### src/include/power_reset_consts.vh
// Constants for the power mode and reset sequencer.
// Assumes inclusion by bare name from the design file; definitions only.
`ifndef POWER_RESET_CONSTS_VH
`define POWER_RESET_CONSTS_VH

// Register offsets on the plain register port
`define PCTL_ADDR        8'h87
`define WDCTL_ADDR       8'hD8
`define WDSEL_ADDR       8'hD9
`define IRQCTL_ADDR      8'hDA

// Power control fields
`define PCTL_IDLE_BIT    0
`define PCTL_PD_BIT      1
`define PCTL_RESET       8'h00

// Watchdog control fields
`define WD_RESTART_BIT   0
`define WD_RSTEN_BIT     1
`define WD_RSTFLAG_BIT   2
`define WD_IRQFLAG_BIT   3
`define WD_ENABLE_BIT    4
`define WD_POR_BIT       6

// Interrupt control fields
`define IRQ_GLOBAL_BIT   0
`define IRQ_EXT_EN_BIT   1
`define IRQ_EXT_EDGE_BIT 2
`define IRQ_WD_EN_BIT    3

// Timing
`define CLK_PER_MC       4
`define EXT_RST_MIN_MC   2
`define WD_HOLD_MC       2
`define WD_GRACE_CLK     512
`define WD_SEL_RESET     2'h0
`define RESET_VECTOR     16'h0000
`define FOURTH_STATE     2'h3

`endif

### src/design/power_reset_sequencer.v
// Power mode and reset sequencer: idle and power-down control, external,
// power-on and watchdog reset sequencing with cause flags.
// Assumes one 20 MHz clock, inputs synchronous to it, and a CPU that obeys
// cpu_clock_enable, cpu_reset and wake pulses from this block.
`include "power_reset_consts.vh"
`default_nettype none

module power_reset_sequencer #(
	parameter WD_GRACE = `WD_GRACE_CLK
) (
	input  wire       clock,
	input  wire       nrst,
	input  wire       supply_ok,
	input  wire       reset_pin,
	input  wire       ext_irq_pin,
	input  wire       irq_pending,
	input  wire       ext_fetch,
	input  wire [7:0] addr,
	input  wire [7:0] wdata,
	input  wire       wr,
	input  wire       rd,
	output reg  [7:0] rdata,
	output reg        cpu_clock_enable,
	output reg        periph_clock_enable,
	output reg        cpu_reset,
	output reg        wake_pulse,
	output reg        addr_latch_strobe,
	output reg        prog_store_strobe,
	output reg        port0_oe_n,
	output reg        port2_drive_address,
	output reg        watchdog_irq,
	output reg  [1:0] machine_state
);

	localparam ST_RUN  = 4'b0001;
	localparam ST_IDLE = 4'b0010;
	localparam ST_PD   = 4'b0100;
	localparam ST_RST  = 4'b1000;

	// Counts sized to their registers so no bits are dropped silently
	localparam [1:0] EXT_HOLD = `EXT_RST_MIN_MC;
	localparam [9:0] WD_HOLD_CLK = `WD_HOLD_MC * `CLK_PER_MC - 1;

	reg  [3:0]  state;
	reg  [7:0]  power_control_reg;
	reg         wd_enable;
	reg         watchdog_reset_enable;
	reg         watchdog_reset_flag;
	reg         wd_irq_flag;
	reg         power_on_flag;
	reg  [1:0]  wd_select;
	reg         global_irq_enable;
	reg         ext_irq_enable;
	reg         ext_irq_edge;
	reg         wd_irq_enable;
	reg  [19:0] wd_count;
	reg  [9:0]  grace_count;
	reg         grace_run;
	reg  [1:0]  pin_high_mc;
	reg  [1:0]  hold_mc;
	reg         ext_rst_active;
	reg         wd_hold;
	reg         irq_prev;
	reg         por_done;
	wire        mc_end;
	wire        wd_timeout;
	wire        ext_wake;
	wire        wd_restart;
	reg  [19:0] wd_limit;

	// Machine cycle phase, four states per cycle
	assign mc_end = (machine_state == `FOURTH_STATE);

	// Interval select; longer intervals than 2^20 would need a parameter
	always @* begin
		case (wd_select)
			2'h0:    wd_limit = 20'h0FFFF;
			2'h1:    wd_limit = 20'h1FFFF;
			2'h2:    wd_limit = 20'h3FFFF;
			default: wd_limit = 20'hFFFFF;
		endcase
	end

	assign wd_timeout = wd_enable && (wd_count == wd_limit);
	assign wd_restart = wr && (addr == `WDCTL_ADDR) && wdata[`WD_RESTART_BIT];

	// External interrupt wake qualification; sense level or falling edge
	assign ext_wake = global_irq_enable && ext_irq_enable &&
		(ext_irq_edge ? (irq_prev && !ext_irq_pin) : !ext_irq_pin);

	// Supply monitor drives the async reset; recovery is a power-on reset
	always @(posedge clock or negedge nrst) begin
		if (!nrst) begin
			machine_state <= 2'h0;
			por_done      <= 1'b0;
		end else begin
			// Stopped in Power-Down, resumes from state one
			if (state == ST_PD)
				machine_state <= 2'h0;
			else
				machine_state <= machine_state + 2'h1;
			por_done <= 1'b1;
		end
	end

	// External reset pin qualification and stretch
	always @(posedge clock or negedge nrst) begin
		if (!nrst) begin
			pin_high_mc    <= 2'h0;
			hold_mc        <= 2'h0;
			ext_rst_active <= 1'b0;
		end else if (mc_end || state == ST_PD) begin
			// Power-Down has no machine cycles; the pin is taken directly
			if (reset_pin) begin
				if (pin_high_mc != `EXT_RST_MIN_MC)
					pin_high_mc <= pin_high_mc + 2'h1;
				if (pin_high_mc + 2'h1 >= `EXT_RST_MIN_MC || state == ST_PD) begin
					ext_rst_active <= 1'b1;
					hold_mc        <= EXT_HOLD;
				end
			end else begin
				pin_high_mc <= 2'h0;
				// Release on the second low sample, so at most two cycles
				if (hold_mc > 2'h1)
					hold_mc <= hold_mc - 2'h1;
				else begin
					hold_mc        <= 2'h0;
					ext_rst_active <= 1'b0;
				end
			end
		end
	end

	// Watchdog counter, grace period and reset hold
	always @(posedge clock or negedge nrst) begin
		if (!nrst) begin
			wd_count    <= 20'h00000;
			grace_count <= 10'h000;
			grace_run   <= 1'b0;
			wd_hold     <= 1'b0;
		end else if (state == ST_PD) begin
			grace_run <= 1'b0; // Clock stopped: no watchdog reset
		end else if (wd_restart || state == ST_RST) begin
			wd_count  <= 20'h00000;
			grace_run <= 1'b0;
			// Hold counted in clocks, so it lasts two whole machine cycles
			if (wd_hold) begin
				if (grace_count == 10'h001)
					wd_hold <= 1'b0;
				grace_count <= grace_count - 10'h001;
			end
		end else if (grace_run) begin
			if (grace_count == WD_GRACE[9:0] - 10'h001) begin
				grace_run <= 1'b0;
				if (watchdog_reset_enable) begin
					wd_hold     <= 1'b1;
					grace_count <= WD_HOLD_CLK;
				end
			end else
				grace_count <= grace_count + 10'h001;
		end else if (wd_enable) begin
			if (wd_timeout) begin
				wd_count    <= 20'h00000;
				grace_run   <= 1'b1;
				grace_count <= 10'h000;
			end else
				wd_count <= wd_count + 20'h00001;
		end
	end

	// Mode sequencing; external reset outranks any wake-up
	always @(posedge clock or negedge nrst) begin
		if (!nrst) begin
			state      <= ST_RST;
			wake_pulse <= 1'b0;
			irq_prev   <= 1'b1;
		end else begin
			wake_pulse <= 1'b0;
			irq_prev   <= ext_irq_pin;
			case (state)
				ST_RUN: begin
					if (ext_rst_active || wd_hold)
						state <= ST_RST;
					else if (wr && addr == `PCTL_ADDR && wdata[`PCTL_PD_BIT])
						state <= ST_PD;
					else if (wr && addr == `PCTL_ADDR && wdata[`PCTL_IDLE_BIT])
						state <= ST_IDLE;
				end
				ST_IDLE: begin
					if (ext_rst_active || wd_hold)
						state <= ST_RST;
					else if (irq_pending || ext_wake) begin
						state      <= ST_RUN;
						wake_pulse <= 1'b1;
					end
				end
				ST_PD: begin
					if (ext_rst_active)
						state <= ST_RST;
					else if (ext_wake) begin
						state      <= ST_RUN;
						wake_pulse <= 1'b1;
					end
				end
				ST_RST: begin
					if (!ext_rst_active && !wd_hold && por_done)
						state <= ST_RUN; // Restart at the reset vector
				end
				default: state <= ST_RST;
			endcase
		end
	end

	// Registers; cause flags and watchdog_reset_enable alone depend on reset source
	always @(posedge clock or negedge nrst) begin
		if (!nrst) begin
			power_control_reg     <= `PCTL_RESET;
			wd_enable             <= 1'b0;
			watchdog_reset_enable <= 1'b0;
			watchdog_reset_flag   <= 1'b0;
			power_on_flag         <= 1'b1;
			wd_irq_flag           <= 1'b0;
			wd_select             <= `WD_SEL_RESET;
			global_irq_enable     <= 1'b0;
			ext_irq_enable        <= 1'b0;
			ext_irq_edge          <= 1'b0;
			wd_irq_enable         <= 1'b0;
		end else if (state == ST_RST) begin
			// External reset leaves both cause flags alone
			power_control_reg <= `PCTL_RESET;
			wd_enable         <= 1'b0;
			wd_irq_flag       <= 1'b0;
			wd_select         <= `WD_SEL_RESET;
			global_irq_enable <= 1'b0;
			ext_irq_enable    <= 1'b0;
			ext_irq_edge      <= 1'b0;
			wd_irq_enable     <= 1'b0;
			if (wd_hold)
				watchdog_reset_flag <= 1'b1;
		end else begin
			// Wake clears the mode bits by hardware
			if (wake_pulse)
				power_control_reg[1:0] <= 2'h0;
			else if (wr && addr == `PCTL_ADDR)
				power_control_reg <= wdata;
			if (wr && addr == `WDCTL_ADDR) begin
				watchdog_reset_enable <= wdata[`WD_RSTEN_BIT];
				watchdog_reset_flag   <= wdata[`WD_RSTFLAG_BIT];
				power_on_flag         <= wdata[`WD_POR_BIT];
				wd_enable             <= wdata[`WD_ENABLE_BIT];
			end
			// Time-out set wins over a software clear
			if (wd_timeout && state != ST_PD)
				wd_irq_flag <= 1'b1;
			else if (wr && addr == `WDCTL_ADDR)
				wd_irq_flag <= wdata[`WD_IRQFLAG_BIT];
			if (wr && addr == `WDSEL_ADDR)
				wd_select <= wdata[1:0];
			if (wr && addr == `IRQCTL_ADDR) begin
				global_irq_enable <= wdata[`IRQ_GLOBAL_BIT];
				ext_irq_enable    <= wdata[`IRQ_EXT_EN_BIT];
				ext_irq_edge      <= wdata[`IRQ_EXT_EDGE_BIT];
				wd_irq_enable     <= wdata[`IRQ_WD_EN_BIT];
			end
		end
	end

	// Read port, data one cycle after the strobe; unmapped reads zero
	always @(posedge clock or negedge nrst) begin
		if (!nrst)
			rdata <= 8'h00;
		else if (rd) begin
			case (addr)
				`PCTL_ADDR:   rdata <= power_control_reg;
				`WDCTL_ADDR:  rdata <= {1'b0, power_on_flag, 1'b0, wd_enable,
					wd_irq_flag, watchdog_reset_flag, watchdog_reset_enable, 1'b0};
				`WDSEL_ADDR:  rdata <= {6'h00, wd_select};
				`IRQCTL_ADDR: rdata <= {4'h0, wd_irq_enable, ext_irq_edge,
					ext_irq_enable, global_irq_enable};
				default:      rdata <= 8'h00;
			endcase
		end else
			rdata <= 8'h00;
	end

	// Clock gating and pin states per mode, all registered
	always @(posedge clock or negedge nrst) begin
		if (!nrst) begin
			cpu_clock_enable    <= 1'b0;
			periph_clock_enable <= 1'b1;
			cpu_reset           <= 1'b1;
			addr_latch_strobe   <= 1'b1;
			prog_store_strobe   <= 1'b1;
			port0_oe_n          <= 1'b1;
			port2_drive_address <= 1'b0;
			watchdog_irq        <= 1'b0;
		end else begin
			cpu_clock_enable    <= (next_state_run(state, ext_rst_active, wd_hold));
			periph_clock_enable <= (state != ST_PD);
			cpu_reset           <= (state == ST_RST);
			addr_latch_strobe   <= (state != ST_PD);
			prog_store_strobe   <= (state != ST_PD);
			port0_oe_n          <= ext_fetch && (state == ST_IDLE || state == ST_PD);
			port2_drive_address <= ext_fetch && (state == ST_IDLE);
			watchdog_irq        <= wd_irq_flag && wd_irq_enable && global_irq_enable;
		end
	end

	// CPU clock runs only in run mode outside reset
	function next_state_run;
		input [3:0] st;
		input       ext_rst;
		input       wdh;
		begin
			next_state_run = (st == ST_RUN) && !ext_rst && !wdh;
		end
	endfunction

endmodule

`default_nettype wire

### config.mk
export PLATFORM = sky130hd
export DESIGN_NAME = power_reset_sequencer
export DESIGN_NICKNAME = d
export VERILOG_FILES = /design/src/design/power_reset_sequencer.v
export VERILOG_INCLUDE_DIRS = /design/src /design/src/include
export SDC_FILE = /design/constraint.sdc
export NUM_CORES = 1
export LEC_CHECK = 0
export BUFFER_PORTS_ARGS = -buffer_cell sky130_fd_sc_hd__clkbuf_2
export CAP_MARGIN = 20
export CORE_MARGIN = 1.5
export CORE_UTILIZATION = 30
export CTS_BUF_LIST = sky130_fd_sc_hd__clkbuf_8
export CTS_CLUSTER_DIAMETER = 150
export DETAILED_ROUTE_END_ITERATION = 6
export HOLD_SLACK_MARGIN = 0.02
export MAX_ROUTING_LAYER = met4
export PLACE_DENSITY = 0.59
export SETUP_SLACK_MARGIN = 0.5
export SYNTH_ARGS = -nofsm -noshare
export SYNTH_HDL_FRONTEND = slang
export SYNTH_SLANG_ARGS = --single-unit
### constraint.sdc
create_clock -name clock -period 2.2 [get_ports clock]
set_input_delay 0.44 -clock clock [delete_from_list [all_inputs] [get_ports clock]]
set_output_delay 0.44 -clock clock [all_outputs]
set_load 0.005 [all_outputs]
# After elaboration in Yosys (flattened, before gate mapping)
# Index checks and enable logic that the tools add are counted.
[totals]
reg_bits = 79
output_inout_bits = 19
input_bits = 25
[op_classes]
eq_ne = 28
n_reduce_logical = 52
bitwise = 2
addsub = 7
n_lt_le_gt_ge = 2
n_mux = 72
[ops]
columns = ["operator", "n"]
rows = [
  ["2-to-1 mux 20 bit", 4],
  ["2-to-1 mux 10 bit", 7],
  ["case mux 20 bit (3 select lines)", 1],
  ["2-to-1 mux 1 bit", 36],
  ["== test 8 bit (second input constant)", 4],
  ["2-to-1 mux 4 bit", 8],
  ["case mux 8 bit (4 select lines)", 1],
  ["2-to-1 mux 8 bit", 3],
  ["adder 20 x 1 -> 20 bit (second input constant)", 1],
  ["== test 20 bit", 1],
  ["logical AND 1 bit", 20],
  ["2-to-1 mux 2 bit", 9],
  ["case mux 4 bit (4 select lines)", 1],
  ["nonzero test 2 bit", 8],
  ["nonzero test 3 bit", 4],
  ["adder 10 x 1 -> 10 bit (second input constant)", 1],
  ["== test 10 x 1 -> 1 bit (second input constant)", 1],
  ["== test 10 x 9 -> 1 bit (second input constant)", 1],
  ["inequality test 2 bit (second input constant)", 5],
  ["AND reduction 2 bit", 5],
  ["subtractor 10 x 1 -> 10 bit (second input constant)", 1],
  ["inequality test 2 x 1 -> 1 bit (second input constant)", 4],
  ["inequality test 4 bit (second input constant)", 2],
  ["AND reduction 4 bit", 2],
  ["other kinds (21)", 33],
]

# Logic depth before layout (Yosys ltp)
[logic_depth]
word_depth = 9
ltp_mapped = 9
mapped_depth_nobuf = 7

# Least setup slack after synthesis
# No wires, ideal clock.
[synth_path]
path_type = "register to register"
from = "reg grace_count[0]"
to = "reg grace_count[1]"
arrival_ns = 2.210
path_slack_ns = -0.135
t_required_ns = 2.075
synth_period_minus_slack_ns = 2.335
stages_incl_launch_ff = 9
path_buffers = 1
setup_ns = 0.125
path_cell_list = "dfrtp_1 ha_1 nand3_2 or4_4 nor3b_4 o31ai_4 and2_4 buf_6 mux2_4"
[synth_via]
elab_chain_cells = 4
[synth_rtl]
columns = ["element", "line", "text"]
rows = [
  ["from (decl)", "power_reset_sequencer.v:57", "reg [9:0] grace_count;"],
  ["from (signal assigned)", "power_reset_sequencer.v:150", "grace_count <= grace_count - 10'h001;"],
  ["from (signal assigned)", "power_reset_sequencer.v:160", "grace_count <= grace_count + 10'h001;"],
  ["adder 10 x 1 -> 10 bit or == test 10 x 9 -> 1 bit (tied branches)", "power_reset_sequencer.v:160, power_reset_sequencer.v:153", ""],
  ["2-to-1 mux 10 bit", "power_reset_sequencer.v:153", "if (grace_count == WD_GRACE[9:0] - 10'h001) begin"],
  ["2-to-1 mux 10 bit", "power_reset_sequencer.v:152", "end else if (grace_run) begin"],
  ["2-to-1 mux 10 bit", "power_reset_sequencer.v:143", "end else if (wd_restart || state == ST_RST) begin"],
]
# Several ways; a longest one is shown, not always the timed one. The select of a mux whose other input is x is not followed.
# A chain may end at the register's enable or synchronous reset.

# Worst setup path in the final report
# Same ends and word-level chain as after synthesis.

==> flow_summary.rst <==
.. list-table::
   :header-rows: 1

   * - Metric
     - Value
   * - Post-synthesis instance total
     - 444
   * - Post-CTS clock slew at the launch and capture registers of the worst setup and hold paths
     - 0.09 ns
   * - Via count
     - between 4000 and 5000
   * - Max-slew violation count
     - 0
   * - Effective utilization at floorplan
     - 0.306
   * - Fin cells
     - around 750
   * - Flop and latch count out of synthesis
     - about 80
   * - Share of the yosys chip area belonging to registers
     - 0.466
   * - Post-placement worst setup slack
     - 0.0288 ns
   * - DPL Wire Length
     - about 7.6 mm
   * - Residual DRC
     - 0
   * - Routed len/inst
     - 16.3 um
   * - Total power divided by cell area
     - 923 mW/mm^2
   * - Total leakage power
     - 2.64 nW
   * - Drt pass-1 iters
     - 5
   * - Routability cong.
     - 0.868
   * - Commonest register cell after synthesis
     - dfrtp_1
   * - Die ar.
     - 0.0149 sq mm
   * - Startpoint type of the worst setup path
     - register
   * - Category of the most critical setup path
     - reg -> reg
   * - Post-DRT Antenna Nets
     - 0
   * - Highest cell delay on the worst timing path
     - 0.47 ns
   * - Unrepaired setup endpoints after global routing
     - yes
   * - Placed Instances
     - 685
   * - Overflow left after global routing
     - 0
   * - TritonCTS clock tree
     - yes
   * - Post-synth ARST share
     - 1.00
   * - Via count normalized by instance count
     - 5.38
   * - Clock latency of the later-clocked register in the worst-skew pair
     - about 0.36 ns
   * - Fmax
     - 0.480 GHz
   * - Critical Path RT
     - between 2 and 2.5 ns
   * - Top cell types by occurrence after synthesis
     - 73 x dfrtp_1, 37 x nand2_1, 35 x nor2_1, 34 x a21oi_1, 25 x nand3_1
   * - Result of the run
     - finished clean
   * - Arrival time of data at the critical path endpoint
     - 2.34 ns
   * - Critical path capture point type
     - register
   * - Largest net degree at the start of global routing
     - 36
   * - Top-level I/O count
     - 44
   * - Worst-Margin Slew
     - about 0.54 ns
   * - Maximum capacitance violations
     - 0
   * - Leading registers by flop count
     - wd_count x20, grace_count x10
   * - Largest register FFs
     - 20
   * - Cell type with the largest total area after synthesis
     - dfrtp_1
   * - N_diodes
     - 0
   * - Headroom to the max-slew limit
     - 0.639
   * - Share of the clock period used by the worst path
     - 0.948
   * - Height of the chip
     - around 120 um
   * - Overall global routing resource usage
     - 0.162
   * - Count of input and output buffers
     - 42
   * - Die X-Extent
     - 122 um
   * - Worst min-delay path class
     - in -> reg
   * - Final setup violating endpoints
     - 0
   * - Area of the mapped netlist
     - 0.00425 sq mm
   * - Critical path fanouts, max
     - 3
   * - Area of placed instances
     - 0.00504 sq mm
   * - Final Skew
     - approximately 0.014 ns
   * - First-pass GRT wire length
     - around 19 mm
   * - Final net count
     - 600
   * - CTS Sinks
     - 79
   * - CTS root buffer
     - clkbuf_8
   * - Total wirelength of the detailed-routed design
     - approximately 12 mm
   * - Final period demand of the worst path
     - 2.09 ns
   * - Syn_nets
     - 476
   * - Crit path max-delay cell type
     - or4_4
   * - Initial drt markers
     - just over 300
   * - Via count of the first global-routing pass
     - 3900
   * - Number of levels the H-tree was split into
     - 3
   * - Area share of the leading cell type in the synthesized netlist
     - 0.429
   * - Std-Cell Core Area
     - 0.0139 sq mm
   * - Most repeated cell in the gate-level netlist after synthesis
     - dfrtp_1
   * - Ordered cell list for the critical path
     - ha_4 -> nand3_4 -> or4_4 -> nor3b_4 -> o31ai_4 -> and2_4 -> mux2_4
   * - Final hold violation count
     - 0
   * - Number of buffers created by CTS
     - 9
   * - Register containing the most flip-flops in the final layout
     - wd_count
   * - Rows
     - 43
   * - Distinct cell type count after synthesis
     - 65
   * - Synth Area per Inst
     - 9.58 sq um
   * - Post-synth EDFFs
     - 0
   * - Post-route core utilization
     - 0.444
   * - Finished layout cell area
     - between 0.006 and 0.007 sq mm
   * - Final hold slack
     - about 0.17 ns
   * - Antenna violations before repair
     - 0
   * - Fraction of layout instances using a drive strength above 1
     - 0.459
   * - Syn. warnings
     - 0
   * - Clk buf depth
     - 2
   * - Synth area leaders
     - dfrtp_1 43%, a21oi_1 4.0%, dfstp_2 3.7%
   * - Layout Area Growth over Synthesis
     - 45.0%
   * - Kind of cell adding the most delay to the critical path
     - simple AND/OR/NAND/NOR gates
   * - Final WS setup
     - 0.115 ns
   * - Number of filler instances in the final layout
     - roughly 1300
   * - Maximum resistive drop on vdd
     - 371 uV
   * - Critical path buffer and inverter count
     - 0
[layout by cell type, fill, tap and decap left out, types with 4 or more instances in the layout]
cell type  count
nand2_1       35
a21oi_2       11
buf_4         73
nor2_1        32
a22oi_1        4
clkbuf_8      11
nor3_1         6
ha_1           4
nand4_1        6
a222oi_1       4
buf_12         4
inv_1         10
o21ai_1        5
or3_4          8
nand3b_1       4
dfrtp_2        9
buf_6         13
a22o_1         4
dfstp_2        6
a31oi_1        8
nor3b_1        4
a31oi_4        5
or3_1          6
nand2b_1       4
dfrtp_1       64
mux2i_1        9
clkbuf_2      41
o22ai_1        5
o21ai_0       11
xnor2_1       10
a21oi_1       23
nand3_1       23
and3_1         5
nor2b_1        4
[metal layers]
layer | part of all wire | routed length, um | up-vias | global-route usage
met5 | 0 | 0 | - | -
met4 | 0.015 | 184 | 0 | 0.0531
met3 | 0.035 | 435 | 20 | 0.0243
met2 | 0.50 | 6140 | 116 | 0.249
met1 | 0.45 | 5490 | 2017 | 0.220
li1 | - | - | 1901 | -
[final cells by class]
| cell class | count | area [sq um] | share of cell area |
|---|---|---|---|
| Inverter | 11 | 41.3 | 0.00670 |
| Multi-Input combinational cell | 331 | 2650 | 0.430 |
| Clock buffer | 11 | 151 | 0.0245 |
| Timing Repair Buffer | 136 | 1040 | 0.169 |
| Sequential cell | 79 | 2000 | 0.324 |
| Clock inverter | 5 | 63.8 | 0.0103 |
| Tap cell | 180 | 225 | 0.0365 |
[where the power goes]
group	switching (mW)	internal (mW)
Sequential	0.170	1.62
Combinational	1.35	1.37
Clock	0.587	0.595
Total	2.11	3.58
[path summary, 6_finish.rpt]
| path | cells past startpoint | slack [ns] | startpoint | end |
|---|---|---|---|---|
| worst max-delay path | 7 | 0.11 | grace_count[0] | grace_count[1] |
| worst min-delay path | 1 | 0.17 | ext_irq_pin | irq_prev |
| worst max register to register | 7 | 0.11 | grace_count[0] | grace_count[1] |
| worst min register to register | 1 | 0.49 | machine_state[0] | machine_state[0] |
| max in group asynchronous | 3 | 1.02 | nrst | state[3] |
| min in group asynchronous | 2 | 0.55 | nrst | rdata[4] |
[cell families (layout without fill, tap and decap cells)]
group / count (synthesis) / count (layout) / share of synthesized area
AO/OA/AOI/OAI: 114 / 114 / 0.179
multiplexers: 14 / 14 / 0.0353
AND/OR/NAND/NOR: 184 / 184 / 0.239
other: 1 / 1 / 0.000882
buffers and inverters: 34 / 163 / 0.0359
adder cells (fa/ha/maj): 7 / 7 / 0.0206
flip-flops: 79 / 79 / 0.466
XOR/XNOR: 11 / 11 / 0.0226
[stage by stage]
step           total power [mW]  TNS (ns)
4_1_cts                    5.13         0
3_5_place_dp               3.46         0
3_3_place_gp               3.41         0
5_1_grt                    5.99         0
6_report                   5.69         0
2_1_floorplan              3.01    -0.142
[timing repair]
item	CTS	global route
endpoints found under the hold margin	24	0
setup buffers	30	19
endpoints found under the setup margin	40	41
pin swaps	27	22
hold buffers	1	0
resized for setup	47	56
gates cloned	2	0
No activity file was read; power rests on OpenSTA's default activity.
